$ cat config.mk
export PLATFORM = sky130hd
export DESIGN_NAME = gscr_top
export DESIGN_NICKNAME = d
export VERILOG_FILES = /design/src/rtl/gscr_pkg.sv /design/src/rtl/gscr_ctrl_word.sv /design/src/rtl/gscr_top.sv
export SDC_FILE = /design/constraint.sdc
export NUM_CORES = 1
export LEC_CHECK = 0
export BUFFER_PORTS_ARGS = -buffer_cell sky130_fd_sc_hd__buf_2
export CORE_MARGIN = 2
export CORE_UTILIZATION = 53
export DETAILED_ROUTE_END_ITERATION = 8
export PLACE_DENSITY = 0.75
export SKIP_CTS_REPAIR_TIMING = 1
export SYNTH_ARGS = -nofsm -noshare
export SYNTH_HDL_FRONTEND = slang
export SYNTH_SLANG_ARGS = --single-unit
export TNS_END_PERCENT = 10
$ cat constraint.sdc
create_clock -name clk -period 2.2 [get_ports clk]
set_clock_uncertainty 0.15 [all_clocks]
set_input_delay 0.22 -clock clk [delete_from_list [all_inputs] [get_ports clk]]
set_output_delay 0.22 -clock clk [all_outputs]
set_load 0.005 [all_outputs]
$ cat src/rtl/gscr_pkg.sv
// Purpose: shared constants and types for the global serial control register bank
// Assumes: 8-bit register address, 16-bit data, serial port already deserialised
// Notes:   converter registers hold field layouts only
package gscr_pkg;

  localparam int unsigned ADDR_W = 8;
  localparam int unsigned DATA_W = 16;

  typedef logic [ADDR_W-1:0] gscr_addr_t;
  typedef logic [DATA_W-1:0] gscr_data_t;

  // Register offsets
  localparam gscr_addr_t GLOBAL_CONTROL_WORD            = 8'h00;
  localparam gscr_addr_t CONVERTER_POWER_LVDS_CTRL      = 8'h01;
  localparam gscr_addr_t TEST_PATTERN_LATENCY_CTRL      = 8'h02;
  localparam gscr_addr_t SERIAL_RATE_DIGITAL_GAIN_CTRL  = 8'h03;
  localparam gscr_addr_t OFFSET_REMOVAL_PRBS_RES_CTRL   = 8'h04;
  localparam gscr_addr_t USER_TEST_PATTERN              = 8'h05;
  localparam gscr_addr_t OFFSET_READBACK_SELECT_CHOPPER = 8'h07;
  localparam gscr_addr_t OFFSET_REMOVAL_READBACK_VALUE  = 8'h08;
  localparam gscr_addr_t DITHER_ENABLE_CTRL             = 8'h0b;
  localparam gscr_addr_t CH1_GAIN_OFFSET                = 8'h0d;
  localparam gscr_addr_t CH1_OFFSET_EXT                 = 8'h0e;
  localparam gscr_addr_t CH2_GAIN_OFFSET                = 8'h0f;
  localparam gscr_addr_t CH2_OFFSET_EXT                 = 8'h10;
  localparam gscr_addr_t CH3_GAIN_OFFSET                = 8'h11;

  // Address windows of the dies
  localparam gscr_addr_t CONV_FIRST = 8'h01;
  localparam gscr_addr_t CONV_LAST  = 8'h3c;
  localparam gscr_addr_t AMP_FIRST  = 8'hc0;
  localparam gscr_addr_t AMP_LAST   = 8'hcd;

  // Global control word fields, zero word and readback mask
  localparam int unsigned SOFT_RESET_BIT = 0;
  localparam int unsigned READBACK_BIT   = 1;
  localparam int unsigned ADDR_SPLIT_BIT = 2;
  localparam gscr_data_t  ZERO_WORD      = 16'h0000;
  localparam gscr_data_t  READBACK_MASK  = 16'h3fff;

  localparam int unsigned NUM_CONV = 14;

  typedef struct packed {
    logic       wr;
    gscr_addr_t addr;
    gscr_data_t data;
  } gscr_wr_s;

  typedef struct packed {
    logic addr_split;
    logic readback_en;
    logic soft_reset;
  } gscr_ctrl_s;

endpackage

$ cat src/rtl/gscr_ctrl_word.sv
// Purpose: write-only global control word with self-clearing soft reset
// Assumes: one write strobe per serial word
// Notes:   soft reset lasts exactly one clock
`timescale 1ns/1ps
`default_nettype none
module gscr_ctrl_word
  import gscr_pkg::*;
(
  input  wire logic       clk,
  input  wire logic       rst_b,
  input  wire logic       wr_en,
  input  wire gscr_data_t wr_data,
  output gscr_ctrl_s      ctrl
);

  gscr_ctrl_s next_ctrl;

  always_comb begin
    next_ctrl            = ctrl;
    next_ctrl.soft_reset = 1'b0;
    if (wr_en) begin
      next_ctrl.addr_split  = wr_data[ADDR_SPLIT_BIT];
      next_ctrl.readback_en = wr_data[READBACK_BIT];
      next_ctrl.soft_reset  = wr_data[SOFT_RESET_BIT];
    end
  end

  // Soft reset clears the split and readback bits too
  always_ff @(posedge clk) begin
    if (!rst_b || ctrl.soft_reset) begin
      ctrl <= '0;
    end else begin
      ctrl <= next_ctrl;
    end
  end

endmodule
`default_nettype wire

$ cat src/rtl/gscr_top.sv
// Purpose: global control register and converter register bank of the serial port
// Assumes: serial shifter outside delivers whole words as one-cycle strobes
// Notes:   readback data valid the cycle after rd_en when readout enabled
// Contract
// Split bit separates amplifier die address spaces
// Host sets split only for 213-217
// Readback bit enables readout, else write-only
// Soft reset bit returns device to reset
// Soft reset bit clears itself
// Global fields write-only, reset to zero
// Converter decodes addresses 1 through 60
// Amplifier dies share addresses 192-205 by default
// Reset pin clears all registers to zero
// Host writes zero to undefined bits
`timescale 1ns/1ps
`default_nettype none
module gscr_top
  import gscr_pkg::*;
(
  input  wire logic       clk,
  input  wire logic       rst_b,
  input  wire gscr_wr_s   wr,
  input  wire logic       rd_en,
  input  wire gscr_addr_t rd_addr,
  input  wire gscr_data_t offset_readback_in,
  output gscr_data_t      rd_data,
  output logic            rd_valid,
  output logic            amp_die1_wr,
  output logic            amp_die2_wr,
  output gscr_addr_t      amp_addr,
  output gscr_data_t      amp_data,
  output logic            soft_reset_pulse,
  output gscr_ctrl_s      ctrl_state
);

  gscr_ctrl_s ctrl;
  gscr_data_t conv_regs [NUM_CONV];

  // One slot per converter register; the last slot is a filler never written
  localparam gscr_addr_t CONV_ADDR [NUM_CONV] = '{
    CONVERTER_POWER_LVDS_CTRL,
    TEST_PATTERN_LATENCY_CTRL,
    SERIAL_RATE_DIGITAL_GAIN_CTRL,
    OFFSET_REMOVAL_PRBS_RES_CTRL,
    USER_TEST_PATTERN,
    OFFSET_READBACK_SELECT_CHOPPER,
    OFFSET_REMOVAL_READBACK_VALUE,
    DITHER_ENABLE_CTRL,
    CH1_GAIN_OFFSET,
    CH1_OFFSET_EXT,
    CH2_GAIN_OFFSET,
    CH2_OFFSET_EXT,
    CH3_GAIN_OFFSET,
    GLOBAL_CONTROL_WORD
  };

  function automatic logic in_conv(input gscr_addr_t a);
    return (a >= CONV_FIRST) && (a <= CONV_LAST);
  endfunction

  function automatic logic in_amp(input gscr_addr_t a);
    return (a >= AMP_FIRST) && (a <= AMP_LAST);
  endfunction

  // Filler slot holds no register; the control word reads as zero
  function automatic logic is_filler(input gscr_addr_t a);
    return a == GLOBAL_CONTROL_WORD;
  endfunction

  // Write decode of the incoming word
  wire logic wr_strobe = wr.wr;
  wire logic glob_wr   = wr_strobe && (wr.addr == GLOBAL_CONTROL_WORD);
  wire logic conv_wr   = wr_strobe && in_conv(wr.addr);
  wire logic amp_base  = in_amp(wr.addr);
  wire logic amp_upper = wr.addr > AMP_LAST;
  // Soft reset clears like the pin, one clock after its write
  wire logic clear_all = !rst_b || ctrl.soft_reset;

  gscr_ctrl_word u_ctrl (
    .clk     (clk),
    .rst_b   (rst_b),
    .wr_en   (glob_wr),
    .wr_data (wr.data),
    .ctrl    (ctrl)
  );

  assign soft_reset_pulse = ctrl.soft_reset;
  assign ctrl_state       = ctrl;

  // Live slot follows its input, masked by READBACK_MASK, every clock except while cleared, and ignores host writes
  genvar g;
  generate
    for (g = 0; g < NUM_CONV; g++) begin : g_reg
      if (CONV_ADDR[g] == OFFSET_REMOVAL_READBACK_VALUE) begin : g_live
        always_ff @(posedge clk) begin
          if (clear_all) begin
            conv_regs[g] <= ZERO_WORD;
          end else begin
            conv_regs[g] <= offset_readback_in & READBACK_MASK;
          end
        end
      end else begin : g_host
        wire logic hit_w = conv_wr && (wr.addr == CONV_ADDR[g]) && !is_filler(CONV_ADDR[g]);
        always_ff @(posedge clk) begin
          if (clear_all) begin
            conv_regs[g] <= ZERO_WORD;
          end else if (hit_w) begin
            conv_regs[g] <= wr.data;
          end
        end
      end
    end
  endgenerate

  // Read select as an OR chain; slot addresses are unique, so one hit at most
  wire gscr_data_t rd_chain [NUM_CONV+1];
  assign rd_chain[0] = ZERO_WORD;
  generate
    for (g = 0; g < NUM_CONV; g++) begin : g_rd
      wire logic       hit_r = (rd_addr == CONV_ADDR[g]) && !is_filler(CONV_ADDR[g]);
      wire gscr_data_t pick  = hit_r ? conv_regs[g] : ZERO_WORD;
      assign rd_chain[g+1] = rd_chain[g] | pick;
    end
  endgenerate
  wire gscr_data_t sel_data = rd_chain[NUM_CONV];

  // Shared map hits both dies until split; the split then hands die 2 only everything above it
  wire logic next_die1 = wr_strobe && amp_base;
  wire logic next_die2 = wr_strobe && (ctrl.addr_split ? amp_upper : amp_base);

  always_ff @(posedge clk) begin
    if (clear_all) begin
      amp_die1_wr <= 1'b0;
    end else begin
      amp_die1_wr <= next_die1;
    end
  end

  always_ff @(posedge clk) begin
    if (clear_all) begin
      amp_die2_wr <= 1'b0;
    end else begin
      amp_die2_wr <= next_die2;
    end
  end

  always_ff @(posedge clk) begin
    if (clear_all) begin
      amp_addr <= '0;
    end else begin
      amp_addr <= wr.addr;
    end
  end

  always_ff @(posedge clk) begin
    if (clear_all) begin
      amp_data <= ZERO_WORD;
    end else begin
      amp_data <= wr.data;
    end
  end

  // Reads while readout is off get no answer at all
  wire logic       rd_ok        = rd_en && ctrl.readback_en;
  wire gscr_data_t next_rd_data = rd_ok ? sel_data : ZERO_WORD;

  always_ff @(posedge clk) begin
    if (clear_all) begin
      rd_valid <= 1'b0;
    end else begin
      rd_valid <= rd_ok;
    end
  end

  always_ff @(posedge clk) begin
    if (clear_all) begin
      rd_data <= ZERO_WORD;
    end else begin
      rd_data <= next_rd_data;
    end
  end

endmodule
`default_nettype wire

==> results_dict.tcl <==
set metrics [dict create \
    dp_hpwl_um 17600 \
    status "finished with violations" \
    relSlewSlack_pct 51.3 \
    final_hold_viol_count 1 \
    hp-start "wr[5]" \
    syn_inst 868 \
    layout_commonest_cell "nor2_1" \
    clkLatencyLatePin_ns 0.52 \
    p_leak_nw 4.62 \
    ys_seq_elements 252 \
    fin_hold_ws_ns -0.00977 \
    dieArea_um2 20500 \
    drc 0 \
    grt_max_degree 37 \
    dr.pass1.iters 5 \
    cp-end-kind "flop" \
    dpl_cell_area_um2 11400 \
    ioPinCount 99 \
    syn2layout_area_growth_pct 22.4 \
    diodes 0 \
    gp_congestion 0.873 \
    viasPerCell 5.75 \
    powerDensity_nw_per_um2 828 \
    max_cap_viol_count 0 \
    cts_buffers 26 \
    fin_cells 1290 \
    drive_above_1_share_pct 21.1 \
    setup_viol 0 \
    dp_cells 1213 \
    clkTransAtPathRegs_ns 0.06 \
    wl_um 26700 \
    critPathRequiredTime_ns 2.28 \
    syn_nets 920 \
    start_util_pct 54.4 \
    hold_path.class "in -> reg" \
    tightest_slew_ns 0.729 \
    synth_edf_count 192 \
    cp_data_arrival_time_ns 2.19 \
    period_minus_slack_ns 2.11 \
    syn-cell-area_um2 10200 \
    grt_overflow 0 \
    fin_area_um2 12500 \
    grt_pass1_vias 7187 \
    vias 7412 \
    final.setup.tns_ns 0 \
    fin_nets 1062 \
    crit_start "wr[22]" \
    grt_pass1_wl_um 40100 \
    clk_path_buf_depth 3 \
    timing.rr.start "u_ctrl.ctrl[0]$_SDFF_PP0_" \
    cp_max_fo 12 \
    crit_type "in -> reg" \
    ys_types 50 \
    grt_use_total_pct 26.4 \
    cts_root_buffer "clkbuf_16" \
    portBuffers 96 \
    clkSinkCount 252 \
    rsz0062_at_grt "no" \
    antenna_found_initial 0 \
    vdd_ir_drop_max_uv 661 \
    fill_cells 1387 \
    rows 50 \
    syn_area_per_cell_um2 11.8 \
    yosys_warnings 0 \
    cts_tree "yes" \
    seq_area_frac_synth_pct 68.0 \
    timing.final.crit_share_pct 95.7 \
    die_h_um 143 \
    detail-route-antenna-nets 0 \
    synthArstFlopShare_pct 0 \
    violations "hold timing" \
    avgRoutedWirePerCell_um 20.7 \
    start_kind "input pin" \
    timing.fmax_mhz 475 \
    regToRegSetupSlack_ns 0.29 \
    final_core_util_pct 66.6 \
    die_x_um 143 \
    h-tree-depth 1 \
    most-common-layout-cells "nor2_1 (213), edfxtp_1 (192), buf_2 (96), nand2_1 (62), dfxtp_1 (60)" \
    drt-initial-drc-count 896 \
    fp.coreArea_um2 18800 \
    synth_ff_type "edfxtp_1" \
    finalMaxSlewViolations 0 \
]
==> synth_stat cells (11+ instances only) <==
| cell | number | share of area (%) |
|---|---|---|
| nor2_1 | 213 | 7.8 |
| edfxtp_1 | 192 | 56 |
| nand2_1 | 63 | 2.3 |
| dfxtp_1 | 60 | 12 |
| clkbuf_1 | 44 | 1.6 |
| a22oi_1 | 29 | 2.1 |
| a21oi_1 | 27 | 1.3 |
| and2_1 | 25 | 1.5 |
| mux2i_1 | 25 | 2.4 |
| buf_2 | 20 | 0.98 |
| inv_1 | 19 | 0.70 |
| nand3_1 | 13 | 0.64 |
| o21ai_0 | 13 | 0.64 |
| o22ai_1 | 11 | 0.67 |
==> metal layers <==
layer | routed length [µm] | GRT usage (%) | part of all wire, % | vias to the layer above
met3 | 2410 | 4.36 | 9.0 | 77
met4 | 1090 | 11.7 | 4.1 | 0
met2 | 12900 | 42.7 | 48 | 423
li1 | - | - | - | 3376
met1 | 10300 | 35.2 | 39 | 3536
met5 | 0 | 0 | 0 | -
==> flip-flops by register name, indices dropped and copies added, names as in the netlist <==
name and cells:
amp_die1_wr 1, rd_valid 1, amp_die2_wr 1, rd_data 16, u_ctrl.ctrl 3, amp_data 16, amp_addr 8, conv_regs 206
==> stage by stage <==
step / power [mW] / setup WS, ns
floorplan: 5.80 / -0.0800
global placement: 6.09 / 0.152
detailed placement: 6.11 / 0.117
CTS: 10.4 / 0.327
global route: 10.7 / 0.0235
finish: 10.4 / 0.0937
==> layout make-up <==
| type | instances | area [µm²] | area share, % |
|---|---|---|---|
| Clock buffer | 36 | 741 | 5.91 |
| Clock inverter | 12 | 108 | 0.858 |
| Inverter | 19 | 71.3 | 0.569 |
| Multi-Input combinational cell | 526 | 2920 | 23.3 |
| Sequential cell | 252 | 6970 | 55.6 |
| Tap cell | 260 | 325 | 2.59 |
| Timing Repair Buffer | 185 | 1410 | 11.2 |
==> where the power goes <==
group,switching (mW),total [mW],internal [mW],leakage [nW]
Combinational,0.399,0.670,0.271,1.88
Clock,1.73,4.31,2.58,0.423
Sequential,0.0685,5.39,5.32,2.32
Total,2.20,10.4,8.18,4.62
==> cells by family after synthesis <==
| logic type | Yosys count | share of synthesized area [%] |
|---|---|---|
| mux | 33 | 3.54 |
| xor+xnor | 1 | 0.0855 |
| compound gates | 130 | 8.81 |
| flops | 252 | 68.0 |
| buf+inv | 90 | 3.65 |
| simple gates | 362 | 15.9 |
==> worst paths after layout <==
path         cells past startpoint                        endpoint
max                              7  conv_regs[1][21]$_SDFFCE_PN0P_
min                              4          amp_data[5]$_SDFF_PP0_
max reg2reg                      4  conv_regs[1][78]$_SDFFCE_PN0P_
min reg2reg                      2     u_ctrl.ctrl[2]$_SDFFE_PP0P_
==> critical path, cell delays in order <==
cell and delay [ns]:
dlygate4sd3_1 0.53, buf_2 0.13, or3b_4 0.43, nor4_4 0.31, nand4_2 0.18, nand2_2 0.20, buf_12 0.17
Note: power is estimated with default switching activity, not from simulation.
